--- src/hw/rsc_pkg.sv ---
// Constants shared by the reset strap capture block.
// Assumes a single 250 MHz system clock and a synchronous active-low reset.
package rsc_pkg;

    // Clock period in picoseconds (250 MHz).
    localparam int unsigned CLK_PERIOD_PS = 4000;

    // Least low time of the external reset pin, in microseconds.
    localparam int unsigned RST_MIN_LOW_US = 1;
    localparam int unsigned RST_MIN_LOW_NS = RST_MIN_LOW_US * 1000;

    // Cycles the pin must stay low; the least time rounds up.
    localparam int unsigned RST_MIN_LOW_CYC =
        (RST_MIN_LOW_NS * 1000 + CLK_PERIOD_PS - 1) / CLK_PERIOD_PS;

    // Width of the low-time counter.
    localparam int unsigned RST_CNT_W = 8;

    // Reset values of the latched straps.
    localparam logic [1:0] FIXED_SEL_RST  = 2'h0;
    localparam logic [1:0] CFG_METHOD_RST = 2'h0;

    // Number of downstream ports on the largest package.
    localparam int unsigned PORT_CNT = 4;

    // Fixed-port selection codes.
    localparam logic [1:0] FIXED_NONE   = 2'h0;
    localparam logic [1:0] FIXED_P1     = 2'h1;
    localparam logic [1:0] FIXED_P12    = 2'h2;
    localparam logic [1:0] FIXED_P123   = 2'h3;

    // Capture sequencer states.
    typedef enum logic [1:0] {
        RSC_IDLE  = 2'b00,
        RSC_LOW   = 2'b01,
        RSC_HELD  = 2'b10
    } rsc_state_t;

endpackage

--- src/hw/rsc_pin_sync.sv ---
// Two-stage synchroniser for a group of pin inputs.
// Assumes the pins are asynchronous to sys_clk.
`timescale 1ns/1ps
module rsc_pin_sync #(
    parameter int unsigned W = 1
) (
    input  wire logic         sys_clk,
    input  wire logic         rst_n,
    input  wire logic [W-1:0] pin_in,
    output logic      [W-1:0] pin_sync
);

    logic [W-1:0] meta_q;
    logic [W-1:0] meta_d;
    logic [W-1:0] sync_q;
    logic [W-1:0] sync_d;

    // The first stage feeds only the second stage.
    always_comb begin
        meta_d = pin_in;
        sync_d = meta_q;
    end

    // Both stages clear to zero under reset.
    always_ff @(posedge sys_clk) begin
        if (!rst_n) begin
            meta_q <= '0;
            sync_q <= '0;
        end else begin
            meta_q <= meta_d;
            sync_q <= sync_d;
        end
    end

    assign pin_sync = sync_q;

endmodule

--- src/hw/rsc_top.sv ---
// Captures the hub's strap pins at release of the external reset pin and
// applies them: configuration method, fixed ports, compound reporting and
// suspend LED polarity on the low fixed-port pin. Assumes the strap pins and the reset pin are
// asynchronous and that sys_clk runs free through the external reset.
`timescale 1ns/1ps
module rsc_top (
    input  wire logic                   sys_clk,
    input  wire logic                   rst_n,
    input  wire logic                   ext_reset_n_pin,
    input  wire logic                   fixed_port_strap_hi,
    input  wire logic                   fixed_port_strap_lo,
    input  wire logic                   config_method_strap_0,
    input  wire logic                   config_method_strap_1,
    input  wire logic                   fixed_strap_enable,
    input  wire logic [1:0]             port_count_sel,
    input  wire logic                   hs_attached,
    input  wire logic                   hub_active,
    output logic                        chip_reset,
    output logic                        straps_valid,
    output logic [1:0]                  config_method,
    output logic [1:0]                  fixed_port_select,
    output logic [rsc_pkg::PORT_CNT-1:0] fixed_port_mask,
    output logic                        compound_device,
    output logic                        upstream_speed_indicator,
    output logic                        speed_led_oe,
    output logic                        suspend_indicator,
    output logic                        suspend_led_oe
);

    import rsc_pkg::*;

    logic [4:0]           pins_s;
    logic                 rpin_s;
    logic                 hi_s;
    logic                 lo_s;
    logic                 cm0_s;
    logic                 cm1_s;
    rsc_state_t           state_q;
    rsc_state_t           state_d;
    logic [RST_CNT_W-1:0] cnt_q;
    logic [RST_CNT_W-1:0] cnt_d;
    logic [1:0]           fsel_q;
    logic [1:0]           fsel_d;
    logic [1:0]           cfg_q;
    logic [1:0]           cfg_d;
    logic                 valid_q;
    logic                 valid_d;
    logic                 spd_q;
    logic                 spd_d;
    logic                 sus_q;
    logic                 sus_d;
    logic                 pol_lo_q;
    logic                 pol_lo_d;
    logic                 release_ev;

    // All pin inputs are synchronised before any logic looks at them.
    rsc_pin_sync #(
        .W (5)
    ) u_sync (
        .sys_clk  (sys_clk),
        .rst_n    (rst_n),
        .pin_in   ({ext_reset_n_pin, fixed_port_strap_hi,
                    fixed_port_strap_lo, config_method_strap_0,
                    config_method_strap_1}),
        .pin_sync (pins_s)
    );

    assign rpin_s = pins_s[4];
    assign hi_s   = pins_s[3];
    assign lo_s   = pins_s[2];
    assign cm0_s  = pins_s[1];
    assign cm1_s  = pins_s[0];

    // A release only counts after a full-length low pulse, so short glitches
    // on the reset pin neither reset the chip nor re-sample the straps.
    assign release_ev = (state_q == RSC_HELD) && rpin_s;

    // Sequencer: count the low time, then wait for the rising edge.
    always_comb begin
        state_d = state_q;
        cnt_d   = cnt_q;
        case (state_q)
            RSC_IDLE: begin
                cnt_d = '0;
                if (!rpin_s) begin
                    state_d = RSC_LOW;
                    cnt_d   = RST_CNT_W'(1);
                end
            end
            RSC_LOW: begin
                if (rpin_s) begin
                    state_d = RSC_IDLE;
                end else if (cnt_q >= RST_CNT_W'(RST_MIN_LOW_CYC - 1)) begin
                    state_d = RSC_HELD;
                end else begin
                    cnt_d = cnt_q + RST_CNT_W'(1);
                end
            end
            RSC_HELD: begin
                if (rpin_s) begin
                    state_d = RSC_IDLE;
                end
            end
            default: begin
                state_d = RSC_IDLE;
                cnt_d   = '0;
            end
        endcase
    end

    always_ff @(posedge sys_clk) begin
        if (!rst_n) begin
            state_q <= RSC_IDLE;
            cnt_q   <= '0;
        end else begin
            state_q <= state_d;
            cnt_q   <= cnt_d;
        end
    end

    // Strap capture; latched straps change only at a qualified release, straps_valid clears while held.
    always_comb begin
        fsel_d   = fsel_q;
        cfg_d    = cfg_q;
        valid_d  = valid_q;
        pol_lo_d = pol_lo_q;
        if (state_q == RSC_HELD) begin
            valid_d = 1'b0;
        end
        if (release_ev) begin
            valid_d = 1'b1;
            cfg_d   = {cm1_s, cm0_s};
            if (fixed_strap_enable) begin
                fsel_d   = {hi_s, lo_s};
                pol_lo_d = lo_s;
            end else begin
                fsel_d   = FIXED_NONE;
                pol_lo_d = 1'b0;
            end
        end
    end

    always_ff @(posedge sys_clk) begin
        if (!rst_n) begin
            fsel_q   <= FIXED_SEL_RST;
            cfg_q    <= CFG_METHOD_RST;
            valid_q  <= 1'b0;
            pol_lo_q <= 1'b0;
        end else begin
            fsel_q   <= fsel_d;
            cfg_q    <= cfg_d;
            valid_q  <= valid_d;
            pol_lo_q <= pol_lo_d;
        end
    end

    // selection decode
    // Ports beyond the package's count are never marked fixed.
    for (genvar p = 0; p < PORT_CNT; p++) begin : g_mask
        assign fixed_port_mask[p] = (p < int'(fsel_q)) &&
                                    (p <= int'(port_count_sel));
    end

    assign compound_device = (fsel_q != FIXED_NONE);

    // Indicator drive; the low fixed-port strap sets the suspend LED polarity.
    always_comb begin
        spd_d = hs_attached;
        sus_d = hub_active ^ pol_lo_q;
    end

    always_ff @(posedge sys_clk) begin
        if (!rst_n) begin
            spd_q <= 1'b0;
            sus_q <= 1'b0;
        end else begin
            spd_q <= spd_d;
            sus_q <= sus_d;
        end
    end

    // Pins stay undriven until straps are taken so they are not disturbed.
    assign chip_reset               = (state_q == RSC_HELD);
    assign straps_valid             = valid_q;
    assign config_method            = cfg_q;
    assign fixed_port_select        = fsel_q;
    assign upstream_speed_indicator = spd_q;
    assign speed_led_oe             = valid_q;
    assign suspend_indicator        = sus_q;
    assign suspend_led_oe           = valid_q;

    // Assertions.
    chk_release_latch: assert property (
        @(posedge sys_clk) disable iff (!rst_n)
        release_ev |=> (config_method == {$past(cm1_s), $past(cm0_s)}))
        else $error("method straps not latched at release");

    chk_fixed_gate: assert property (
        @(posedge sys_clk) disable iff (!rst_n)
        (release_ev && !fixed_strap_enable) |=>
            (fixed_port_select == FIXED_NONE))
        else $error("fixed straps sampled while disabled");

    chk_fixed_sample: assert property (
        @(posedge sys_clk) disable iff (!rst_n)
        (release_ev && fixed_strap_enable) |=>
            (fixed_port_select == {$past(hi_s), $past(lo_s)}))
        else $error("fixed selection not sampled");

    chk_mask_decode: assert property (
        @(posedge sys_clk) disable iff (!rst_n)
        (fixed_port_select == FIXED_P12 && port_count_sel >= 2'h1) |->
            (fixed_port_mask[1:0] == 2'b11 && !fixed_port_mask[2]))
        else $error("fixed port decode wrong");

    chk_compound: assert property (
        @(posedge sys_clk) disable iff (!rst_n)
        (fixed_port_mask != '0) |-> compound_device)
        else $error("compound not reported");

    chk_short_low: assert property (
        @(posedge sys_clk) disable iff (!rst_n)
        $rose(chip_reset) |-> !$past(rpin_s, 1) && !$past(rpin_s, 2))
        else $error("chip reset on short pulse");

    chk_speed_led: assert property (
        @(posedge sys_clk) disable iff (!rst_n)
        hs_attached |=> upstream_speed_indicator)
        else $error("speed indicator not asserted");

    chk_speed_off: assert property (
        @(posedge sys_clk) disable iff (!rst_n)
        !hs_attached |=> !upstream_speed_indicator)
        else $error("speed indicator not negated");

    // The indicator register lags hub_active by one cycle.
    chk_led_pol: assert property (
        @(posedge sys_clk) disable iff (!rst_n)
        (straps_valid && fixed_port_select[0]) |=>
            (suspend_indicator == !$past(hub_active)))
        else $error("led polarity wrong");

    chk_led_pol_hi: assert property (
        @(posedge sys_clk) disable iff (!rst_n)
        (straps_valid && !fixed_port_select[0]) |=>
            (suspend_indicator == $past(hub_active)))
        else $error("active high led polarity wrong");

    chk_hold_straps: assert property (
        @(posedge sys_clk) disable iff (!rst_n)
        (!release_ev) |=>
            ($stable(config_method) && $stable(fixed_port_select)))
        else $error("straps changed without release");

    cov_release: cover property (
        @(posedge sys_clk) disable iff (!rst_n) release_ev);
    cov_compound: cover property (
        @(posedge sys_clk) disable iff (!rst_n) $rose(compound_device));
    cov_glitch: cover property (
        @(posedge sys_clk) disable iff (!rst_n)
        state_q == RSC_LOW ##1 state_q == RSC_IDLE);

endmodule

--- config.mk ---
export PLATFORM = sky130hd
export DESIGN_NAME = rsc_top
export DESIGN_NICKNAME = d
export VERILOG_FILES = /design/src/hw/rsc_pkg.sv /design/src/hw/rsc_pin_sync.sv /design/src/hw/rsc_top.sv
export SDC_FILE = /design/constraint.sdc
export NUM_CORES = 1
export LEC_CHECK = 0
export BUFFER_PORTS_ARGS = -buffer_cell sky130_fd_sc_hd__clkbuf_2
export CAP_MARGIN = 20
export CORE_MARGIN = 2
export CORE_UTILIZATION = 40
export CTS_CLUSTER_DIAMETER = 120
export DETAILED_ROUTE_END_ITERATION = 10
export GPL_TIMING_DRIVEN = 1
export PLACE_DENSITY = 0.65
export SLEW_MARGIN = 40
export SYNTH_ARGS = -nofsm -noshare
export SYNTH_HDL_FRONTEND = slang
export SYNTH_SLANG_ARGS = --single-unit
--- constraint.sdc ---
create_clock -name sys_clk -period 1.8 [get_ports sys_clk]
set_clock_uncertainty 0.2 [all_clocks]
set_input_delay 0.09 -clock sys_clk [delete_from_list [all_inputs] [get_ports sys_clk]]
set_output_delay 0.09 -clock sys_clk [all_outputs]
set_load 0.05 [all_outputs]
; ---- Word-level counts from Yosys, hierarchy flattened
; Index checks and enable logic that the tools add are counted.
[totals]
mem_count = 0
ramBits = 0
output_inout_bits = 15
in_bits = 12
ff_bits = 28
romBits = 0
latch_bits = 0
word_cells = 47
[op_classes]
magnitude_cmp = 6
addsub = 1
bitwise = 2
shifts = 0
div = 0
multipliers = 0
n_eq_ne = 7
n_reduce_logical = 8
muxes = 13
[ops]
columns = op, count
row1 = one-hot mux 8 bit (3 select lines), 1
row2 = two-way mux 8 bit, 2
row3 = two-way mux 2 bit, 5
row4 = "adder 8 x 1 -> 8 bit, second input constant", 1
row5 = "greater-or-equal comparator 8 bit, second input constant", 1
row6 = "!= test 2 bit, second input constant", 3
row7 = one-hot mux 2 bit (3 select lines), 1
row8 = AND reduction 3 bit, 2
row9 = "< comparator 1 x 2 -> 1 bit, first input constant", 2
row10 = two-way mux 1 bit, 4
row11 = nonzero test 2 bit, 2
row12 = logical AND 1 bit, 3
row13 = "!= test 3 x 2 -> 1 bit, second input constant", 1
row14 = "== test 2 x 1 -> 1 bit, second input constant", 1
row15 = "== test 2 bit, second input constant", 1
row16 = "less-or-equal comparator 1 x 2 -> 1 bit, first input constant", 1
row17 = "less-or-equal comparator 2 bit, first input constant", 1
row18 = logical NOT 2 bit, 1
row19 = "< comparator 2 bit, first input constant", 1
row20 = "!= test 2 x 1 -> 1 bit, second input constant", 1
row21 = inverter 1 bit, 1
row22 = XOR 1 bit, 1

; ---- Logic depth before layout (Yosys ltp)
; Gate-level depths: netlist of run 1.
[depth]
ltp_word = 4
ltp_mapped = 6
ltp_nobuf = 6

; ---- Cells and area by module
; From an unflattened synthesis of run 1, not the netlist that was laid out.
[unflattened]
cells_unflattened = 123
hier_area_um2 = 1152.4
[by_module_without_submodules]
columns = mod, instances, cells_per_inst, area_per_inst_um2, seq_area_each_um2
row1 = rsc_top, 1, 103, 889.6, 340.3
row2 = rsc_pin_sync, 1, 20, 262.8, 200.2

; ---- Least setup slack after synthesis of run 1
; OpenSTA, ideal clock, no wires.
[synth_timing]
path_type = reg2reg
startpoint = register cnt_q[1]
endpoint = register cnt_q[2]
path_stages_with_launch = 7
path_buffers = 0
required_time_ns = 1.538
period_less_slack_ns = 1.933
setup_ns = 0.062
arrival_time_ns = 1.671
setup_slack_ns = -0.133
path_cell_list = dfxtp_1 -> inv_1 -> ha_1 -> or3b_1 -> and3_4 -> or4_1 -> nand3_1
[synth_via]
elab_chain_cells = 4
elab_cells_between_ends = 7
cone_classes = add/sub: 1 / order compare: 1 / eq/ne: 1 / mux: 3 / reduce/logical: 1
[synth_rtl]
columns = item, line
row1 = from (decl), rsc_top.sv:40  ; logic [RST_CNT_W-1:0] cnt_q;
row2 = from (signal assigned), rsc_top.sv:117  ; cnt_q <= cnt_d;
row3 = adder 8 x 1 -> 8 bit, rsc_top.sv:96  ; cnt_d = cnt_q + RST_CNT_W'(1);
row4 = two-way mux 8 bit, rsc_top.sv:93  ; end else if (cnt_q >= RST_CNT_W'(RST_MIN_LOW_CYC - 1)) begin
row5 = two-way mux 8 bit, rsc_top.sv:91  ; if (rpin_s) begin
row6 = one-hot mux 8 bit (3 select lines), rsc_top.sv:82  ; case (state_q)
; Several ways; a longest one is shown, not always the timed one. The select of a mux whose other input is x is not followed.
; A chain may end at the register's enable or synchronous reset.

; ---- Worst setup path in the final report of run 1
[layout_timing]
startpoint = register cnt_q[0]
endpoint = register cnt_q[2]
; The elaborated chain is that of the path after synthesis.

==> reports/results.ini, run 1 <==
[cts]
cts_tree=done
cts.sinks=27
clock_path_buffers=2
root_buffer=clkbuf_4
clock_latency_ns=0.33
cts_buffers=3
clk_pin_slew_ns=0.14
htree_levels=1

[floorplan]
row_count=19
die_x_um=57.6
io_pins=27
dieArea_sq_um=3320
die_height_um=57.6
core_area_sq_um=2730
initial_core_util=0.421

[job]
maxCapViolCount=0

[setup_path]
cp_data_arrival_time_ns=2.01
critPathRequiredTime_ns=1.88
rrSetupSlack_ns=-0.12
crit_path_start=cnt_q[0]$_SDFFE_PN0P_
worst-r2r-cell-count=6
start_kind=flop
r2r_start=cnt_q[0]$_SDFFE_PN0P_
path_class=flop to flop
critPathCaptureType=flop
reg2reg_to=cnt_q[2]$_SDFFE_PN0P_
cp_max_fo=4

[cells_and_area]
multi_input_area_sq_um=601
syn2layout_area_growth_pct=33.9
n_fill_cell=252
diodes=0
finalNetCount=182
final-seq-area_sq_um=546
layout.cells.non_filler=197
stdcell_area_sq_um=1540
drive_above_1_share=0.337

[synthesis]
synth_edf_count=0
synth_seq_cells=27
yosys_warnings=0
netlist_instances=125
synth_top_area_frac=0.470
syn_nets=140
synth_largest_area_cell=dfxtp_1
synthArstFlopShare=0
netlist_area_sq_um=1150
synth_area_per_cell_sq_um=9.21
synth_cell_type_count=36
synth_ff_type=dfxtp_1
yosysSeqAreaShare=0.470
ys_top_cells_by_area=dfxtp_1 (47%), and2_1 (7.6%), a21boi_0 (3.9%)

[worst_hold_path]
hold_end=u_sync.pin_sync[0]$_SDFF_PN0_
hp-class=flop to flop
holdPathStages=1
min_from=u_sync.meta_q[0]$_SDFF_PN0_

[grt]
track_usage=0.164
antenna_found_initial=0
grt_pass1_vias=1026
grt_use_met3=0.0290
grt_max_degree=19
grt_overflow_total=0
busiest_layer=met2
grt.met1_usage=0.168
met2_usage=0.308
grt_first_pass_wirelength_um=4220

[run_status]
violations=setup timing
outcome=finished with violations

[drt]
avgRoutedWirePerCell_um=12.8
post-route-drc-count=0
vias=1023
wl_um=2520
dr.pass1.iters=6
drt_iter0_drc=23
viasPerCell=5.19
ant_nets=0

[timing]
max_freq_ghz=0.520
layout_setup_ws_ns=-0.125
fin_crit_sh=1.07
finalSetupTns_ns=-0.252
period_minus_slack_ns=1.92
setup_viol=4
final_max_slew_viol_count=0
rsz0062_at_grt=true
finalHoldViolCount=0

[power_and_ir_drop]
p_leak_nw=0.639
power.density_nw_per_um2=669
ir_drop_uv=506
total_power_w=0.00103

[placement]
globalplace.congestion=0.817
dp_hpwl_um=1720
dpl_cell_area_sq_um=1330
io_buffers=25
place_inst=180
post-place-ws_ns=-0.131

registers in the layout, indices dropped and copies added (netlist names):
register,cells
state_q,2
config_method,2
u_sync.meta_q,5
u_sync.pin_sync,5
suspend_indicator,1
fixed_port_select,2
cnt_q,8
upstream_speed_indicator,1
speed_led_oe,1
worst max path at each step:
stage,endpoint,slack [ns],depth (start not counted)
after floorplan,cnt_q[2]$_SDFFE_PN0P_,-0.08,6
after global placement,cnt_q[2]$_SDFFE_PN0P_,-0.07,6
after detailed placement,cnt_q[2]$_SDFFE_PN0P_,-0.13,6
after CTS,cnt_q[2]$_SDFFE_PN0P_,-0.11,6
after global routing,cnt_q[2]$_SDFFE_PN0P_,-0.16,6
final,cnt_q[2]$_SDFFE_PN0P_,-0.12,6
cell usage after synthesis, types with 2 or more instances:
cell	count
inv_1	2
a31oi_1	4
nand2_1	12
and2_1	14
a21oi_1	6
clkbuf_1	5
ha_1	3
a21boi_0	6
nand4_1	3
nor2b_1	3
o21ai_0	4
nand2b_1	5
nand3_1	4
dfxtp_1	27
buf_4	5
a211oi_1	2
final cells by class:
type	instances	share of cell area
tap	31	0.0252
clock buffer	4	0.0170
multi-input combinational	85	0.390
inverter	2	0.00649
timing repair buffer	48	0.208
sequential	27	0.354
timing repair:
action,in CTS,in global routing
pin swaps,2,1
endpoints found under the setup margin,2,5
hold buffers,9,0
buffers inserted,3,1
gates resized for setup,5,9
hold endpoints to repair,11,0
through the flow:
step,hold WS (ns),utilization
3_3_place_gp,0.0950,0.488
4_1_cts,0.252,0.544
6_report,0.247,0.564
5_1_grt,0.273,0.564
3_5_place_dp,0.0948,0.488
2_1_floorplan,0.0117,-
cells in the final DEF, fill, tap and decap left out, types with 2 or more instances in the layout:
master,instances
clkbuf_4,3
a31oi_1,3
buf_4,14
nand3_1,4
nand2b_1,5
nand2_1,12
and2_1,14
nand4_1,3
ha_4,2
a21oi_1,4
a211oi_1,2
a21boi_0,6
a21oi_2,2
clkbuf_2,25
dlygate4sd3_1,9
dfxtp_1,25
o21ai_0,3
nor2b_1,3
cells by family (layout without fill, tap and decap cells):
kind of cell,after synthesis,after routing,share of synthesized area
buffers and inverters,13,54,0.0598
xor gates and xnor gates,1,1,0.00761
adders and majority gates,3,3,0.0326
and+or+nand+nor,53,53,0.273
other,1,1,0.00326
DFF,27,27,0.470
AOI/OAI and AO/OA,27,27,0.154
power by group:
part | total (W) | internal [W] | switching (W) | leakage, nW
registers | 0.000630 | 0.000618 | 0.0000124 | 0.222
logic | 0.000144 | 0.0000766 | 0.0000671 | 0.402
clock network | 0.000258 | 0.0000869 | 0.000171 | 0.0150
routing by layer:
metal	vias up	part of all wire
met3	7	0.027
met5	-	0
met1	487	0.43
li1	507	-
met2	22	0.52
met4	0	0.022
critical path: stages (launching register included):
cell     delay [ns]
dfxtp_4        0.39
inv_4          0.07
ha_4           0.12
or3b_1         0.36
and3_4         0.20
or4_1          0.46
nand3_1        0.09
Note: power is estimated with default switching activity, not from simulation.
==> inputs of run 2 (changes only) <==
--- a/config.mk
+++ b/config.mk
@@ -12,7 +12,10 @@
 export CTS_CLUSTER_DIAMETER = 120
 export DETAILED_ROUTE_END_ITERATION = 10
 export GPL_TIMING_DRIVEN = 1
+export HOLD_SLACK_MARGIN = 0.08
+export MAX_ROUTING_LAYER = met4
 export PLACE_DENSITY = 0.65
+export SKIP_CTS_REPAIR_TIMING = 1
 export SLEW_MARGIN = 40
 export SYNTH_ARGS = -nofsm -noshare
 export SYNTH_HDL_FRONTEND = slang
==> reports/results.ini, run 2 (synthesis gave the netlist of run 1 again) <==
[cts]
clk_pin_slew_ns=0.14  ; about the same
cts_tree=done
clock_path_buffers=2  ; unchanged
htree_levels=1  ; unchanged
clock_latency_ns=0.32  ; about the same
cts.sinks=27  ; unchanged
root_buffer=clkbuf_4
cts_buffers=3  ; unchanged

[cells_and_area]
most-common-layout-cells=dfxtp_1 (25), clkbuf_2 (25), and2_1 (14)
n_fill_cell=254  ; +0.79%
postLayoutCoreUtil=0.553  ; -0.0105
diodes=0  ; unchanged
largest_reg_flops=8  ; unchanged
syn2layout_area_growth_pct=31.4
finalNetCount=180  ; -1.1%
drive_above_1_share=0.323  ; -0.0142
layout.cells.non_filler=195  ; -1.0%
top_register=cnt_q

[worst_hold_path]
hp-class=flop to flop

[grt]
antenna_found_initial=0  ; unchanged
track_usage=0.164  ; +0.000170
grt.met1_usage=0.168  ; unchanged
grt_max_degree=19  ; unchanged
grt_first_pass_wirelength_um=4120  ; -2.4%
met2_usage=0.289  ; -0.0195
grt_overflow_total=0  ; unchanged
busiest_layer=met2
grt_pass1_vias=989  ; -3.6%
grt_use_met3=0.0313  ; +0.00223

[drt]
ant_nets=0  ; unchanged
vias=1015  ; -0.78%
dr.pass1.iters=4  ; -2
wl_um=2480  ; -1.6%
avgRoutedWirePerCell_um=12.7  ; -0.58%
post-route-drc-count=0  ; unchanged
drt_iter0_drc=17  ; -26%
viasPerCell=5.21  ; +0.24%

[timing]
rsz0062_at_grt=true
period_minus_slack_ns=1.94  ; +0.0113 ns
max_freq_ghz=0.517  ; -0.58%
layout_setup_ws_ns=-0.136  ; -0.0113 ns
finalHoldViolCount=0  ; unchanged
finalSetupTns_ns=-0.151  ; +0.101 ns
final_max_slew_viol_count=0  ; unchanged
fin_crit_sh=1.08  ; +0.00629
setup_viol=2  ; -2

[setup_path]
rrSetupSlack_ns=-0.14  ; about the same
cp_data_arrival_time_ns=2.02  ; about the same
start_kind=flop
worst-r2r-cell-count=6  ; unchanged
crit_end=cnt_q[2]$_SDFFE_PN0P_
cp_max_fo=4  ; unchanged
path_class=flop to flop
critPathRequiredTime_ns=1.88  ; about the same
r2r_start=cnt_q[0]$_SDFFE_PN0P_
reg2reg_to=cnt_q[2]$_SDFFE_PN0P_
crit_path_start=cnt_q[0]$_SDFFE_PN0P_
critPathCaptureType=flop

[job]
maxCapViolCount=0  ; unchanged

[floorplan]
core_area_sq_um=2730  ; unchanged
row_count=19  ; unchanged
die_height_um=57.6  ; unchanged
die_x_um=57.6  ; unchanged
io_pins=27  ; unchanged
initial_core_util=0.421  ; unchanged
dieArea_sq_um=3320  ; unchanged

[power_and_ir_drop]
p_leak_nw=0.629  ; -1.6%
power.density_nw_per_um2=676  ; +1.1%
ir_drop_uv=505  ; -0.14%

[placement]
io_buffers=25  ; unchanged
place_inst=180  ; unchanged
globalplace.congestion=0.829  ; +1.5%
dp_hpwl_um=1720  ; unchanged

[run_status]
outcome=finished with violations
violations=setup timing

==> run 2: power by group <==
group	switching [W]	internal, W
logic	0.0000628	0.0000737
clock network	0.000170	0.0000868
registers	0.0000117	0.000618
==> run 2: critical path, stage by stage (launching register included) <==
cell     delay (ns)
dfxtp_4        0.39
inv_4          0.06
ha_4           0.12
or3b_4         0.37
and3_4         0.19
or4_1          0.47
nand3_1        0.09
==> run 2: final cells by class <==
class	instances	area [sq um]	share of cell area
Inverter	2	12.5	0.00827
Sequential cell	27	546	0.361
Timing Repair Buffer	46	305	0.202
Tap cell	31	38.8	0.0256
Multi-Input combinational cell	85	584	0.386
Clock buffer	4	26.3	0.0174
==> run 2: worst min-delay path by stage <==
stage                                      from                                   to  depth (start not counted)
floorplan                           hs_attached  upstream_speed_indicator$_SDFF_PN0_                          1
global placement                    hs_attached  upstream_speed_indicator$_SDFF_PN0_                          2
detailed placement                  hs_attached  upstream_speed_indicator$_SDFF_PN0_                          2
CTS                                 hs_attached  upstream_speed_indicator$_SDFF_PN0_                          2
global route        u_sync.meta_q[4]$_SDFF_PN0_        u_sync.pin_sync[4]$_SDFF_PN0_                          1
finish              u_sync.meta_q[0]$_SDFF_PN0_        u_sync.pin_sync[0]$_SDFF_PN0_                          1
==> run 2: stage by stage <==
stage | area, sq um | hold slack [ns] | setup slack (ns) | total power, W
finish | 1510 | 0.247 | -0.136 | 0.00102
global route | 1510 | 0.273 | -0.169 | 0.00108
CTS | 1360 | -0.256 | -0.155 | 0.00100
detailed placement | 1330 | 0.0948 | -0.131 | 0.000740
global placement | 1330 | 0.0950 | -0.0700 | 0.000736
floorplan | 1160 | 0.0117 | -0.0837 | 0.000700
==> run 2: layer usage <==
| metal | wire [um] | part of all wire |
|---|---|---|
| met2 | 1310 | 0.53 |
| met4 | 57 | 0.023 |
| met5 | 0 | 0 |
| met1 | 1060 | 0.43 |
| met3 | 53 | 0.021 |
==> inputs of run 3 (changes only) <==
--- a/config.mk
+++ b/config.mk
@@ -5,6 +5,7 @@
 export SDC_FILE = /design/constraint.sdc
 export NUM_CORES = 1
 export LEC_CHECK = 0
+export ABC_AREA = 1
 export BUFFER_PORTS_ARGS = -buffer_cell sky130_fd_sc_hd__clkbuf_2
 export CAP_MARGIN = 20
 export CORE_MARGIN = 2
@@ -14,7 +15,7 @@
 export GPL_TIMING_DRIVEN = 1
 export HOLD_SLACK_MARGIN = 0.08
 export MAX_ROUTING_LAYER = met4
-export PLACE_DENSITY = 0.65
+export PLACE_DENSITY = 0.64
 export SKIP_CTS_REPAIR_TIMING = 1
 export SLEW_MARGIN = 40
 export SYNTH_ARGS = -nofsm -noshare
==> reports/results.ini, run 3 <==
[run_status]
outcome=finished, final reports clean

[synthesis]
synth_common_cells=nand2_1 (46), dfxtp_1 (27), inv_1 (22)
synth_largest_area_cell=dfxtp_1
yosysMostFrequentCell=nand2_1
synth_edf_count=0  ; unchanged
synth_area_per_cell_sq_um=7.28  ; -21%
netlist_area_sq_um=1240  ; +8.2%
synth_ff_type=dfxtp_1
yosysSeqAreaShare=0.434  ; -0.0354
yosys_warnings=0  ; unchanged
netlist_instances=171  ; +37%
ys_top_cells_by_area=dfxtp_1 (43%), nand2_1 (14%), inv_1 (6.6%)
synth_seq_cells=27  ; unchanged
synth_cell_type_count=25  ; -31%
synthArstFlopShare=0  ; unchanged
syn_nets=186  ; +33%
synth_top_area_frac=0.434  ; -0.0354

[placement]
dp_hpwl_um=1680  ; -2.5%
dpl_cell_area_sq_um=1360  ; +2.1%
place_inst=221  ; +23%
io_buffers=25  ; unchanged
globalplace.congestion=0.786  ; -5.2%

[cells_and_area]
top_register=cnt_q
largest_reg_flops=8  ; unchanged
n_fill_cell=292  ; +15%
layout.cells.non_filler=240  ; +23%
stdcell_area_sq_um=1550  ; +2.2%
finalNetCount=223  ; +24%
final_common_cell=nand2_1
drive_above_1_share=0.213  ; -0.111
syn2layout_area_growth_pct=24.1
postLayoutCoreUtil=0.515  ; -0.0387
diodes=0  ; unchanged
most-common-layout-cells=nand2_1 (46), dfxtp_1 (25), clkbuf_2 (25)

[cts]
htree_levels=1  ; unchanged
cts_buffers=3  ; unchanged
cts.sinks=27  ; unchanged
clk_pin_slew_ns=0.16  ; +0.02 ns
clock_path_buffers=2  ; unchanged
cts_tree=done
root_buffer=clkbuf_4
clock_latency_ns=0.34  ; +0.02 ns

[floorplan]
io_pins=27  ; unchanged
core_area_sq_um=3000  ; +9.8%
die_x_um=59.8  ; +3.7%
row_count=20  ; +1
initial_core_util=0.415  ; -0.00647
die_height_um=59.8  ; +3.7%
dieArea_sq_um=3570  ; +7.6%

[job]
maxCapViolCount=0  ; unchanged

[grt]
grt_pass1_vias=900  ; -9.0%
track_usage=0.150  ; -0.0147
antenna_found_initial=0  ; unchanged
grt_max_degree=18  ; -1
grt_overflow_total=0  ; unchanged
grt_first_pass_wirelength_um=3860  ; -6.4%

[timing]
setup_viol=0  ; -2
period_minus_slack_ns=1.61  ; -0.325 ns
fin_crit_sh=0.895  ; -0.180
max_freq_ghz=0.621  ; +20%
finalSetupTns_ns=0  ; +0.151 ns
rsz0062_at_grt=false
finalHoldViolCount=0  ; unchanged
final_max_slew_viol_count=0  ; unchanged

[drt]
wl_um=2520  ; +1.7%
vias=1131  ; +11%
viasPerCell=4.71  ; -9.5%
avgRoutedWirePerCell_um=10.5  ; -17%
post-route-drc-count=0  ; unchanged
ant_nets=0  ; unchanged
drt_iter0_drc=35  ; +18
dr.pass1.iters=4  ; unchanged

[setup_path]
start_kind=flop
path_class=flop to flop
r2r_start=cnt_q[0]$_SDFFE_PN0P_
cp_max_fo=9  ; +5
cp_data_arrival_time_ns=1.67  ; -0.35 ns
worst-r2r-cell-count=10  ; +4
crit_family=simple AND/OR/NAND/NOR gates
critPathRequiredTime_ns=1.85  ; -0.03 ns
critPathCaptureType=flop
crit_end=cnt_q[0]$_SDFFE_PN0P_
max_stage_delay_ns=0.40  ; -0.07 ns
rrSetupSlack_ns=0.19  ; +0.32 ns
crit_chain=inv_1 -> ha_1 -> nand2_1 -> nand2_1 -> nand2_1 -> nand3_4 -> nand3_4 -> nand2_1 -> nand2_1 -> nor2_1
crit_top_cell=nand2_1
crit_path_start=cnt_q[0]$_SDFFE_PN0P_
reg2reg_to=cnt_q[0]$_SDFFE_PN0P_
worstSetupPathDepth=10  ; +4
cp_slowest_cell=dfxtp_2
critPathBufInv=1  ; unchanged

[worst_hold_path]
hp-class=flop to flop

[power_and_ir_drop]
p_leak_nw=0.754  ; +20%
power.density_nw_per_um2=676  ; about the same
ir_drop_uv=502  ; -0.53%

-- run 3: changes by cell type after synthesis, moves of 4 or more --
cell      before  now
nor2_1         1   15
a31oi_1        4    0
nand2b_1       5    0
nand4_1        3    9
and2_1        14    0
nand2_1       12   46
a21oi_1        6   10
a21boi_0       6    0
inv_2          0    5
inv_1          2   22
-- run 3: worst reg2reg max path, stage by stage (launching register included) --
cell and delay, ns:
dfxtp_2 0.40, inv_1 0.07, ha_1 0.19, nand2_1 0.06, nand2_1 0.04, nand2_1 0.12
nand3_4 0.14, nand3_4 0.13, nand2_1 0.08, nand2_1 0.06, nor2_1 0.04
-- run 3: worst min path at each step --
stage	cells past startpoint	slack, ns	end	from
after global routing	2	0.26	u_sync.pin_sync[4]$_SDFF_PN0_	u_sync.meta_q[4]$_SDFF_PN0_
after CTS	3	-0.30	upstream_speed_indicator$_SDFF_PN0_	hs_attached
after global placement	3	0.07	upstream_speed_indicator$_SDFF_PN0_	hs_attached
final	2	0.23	u_sync.pin_sync[0]$_SDFF_PN0_	u_sync.meta_q[0]$_SDFF_PN0_
after detailed placement	3	0.07	upstream_speed_indicator$_SDFF_PN0_	hs_attached
after floorplan	2	-0.02	upstream_speed_indicator$_SDFF_PN0_	hs_attached
-- run 3: area by class of cell --
type,instances,area (sq um),area share
multi-input cells,106,542,0.351
well taps,33,41.3,0.0267
repair buffers,40,275,0.178
flip-flops and latches,27,543,0.351
clock buffers,3,22.5,0.0146
inverters,30,113,0.0729
clock inverters,1,8.76,0.00567
-- run 3: per-layer routing --
layer	GRT usage	routed length (um)
met5	-	0
met4	0.0857	51
met3	0.0260	74
met2	0.241	1260
met1	0.175	1140
-- run 3: cell families after synthesis --
logic type / share of synthesized area
adder cells (fa/ha/maj): 0.0302
XOR/XNOR: 0.00704
AND/OR/NAND/NOR: 0.322
other: 0.00301
buffers and inverters: 0.131
AO/OA/AOI/OAI: 0.0734
flip-flops: 0.434
-- run 3: power by group --
| part | switching (W) | internal (W) | total, W |
|---|---|---|---|
| registers | 0.0000121 | 0.000618 | 0.000630 |
| logic | 0.0000686 | 0.0000546 | 0.000123 |
| clock network | 0.000200 | 0.0000910 | 0.000291 |
-- run 3: per-stage QoR --
step                hold slack [ns]  total power (W)  worst slack (ns)
finish                        0.226          0.00104             0.189
global route                  0.258          0.00110            0.0334
CTS                          -0.297          0.00103             0.124
detailed placement           0.0743         0.000738             0.143
global placement             0.0686         0.000735             0.227
floorplan                   -0.0165         0.000713            0.0689
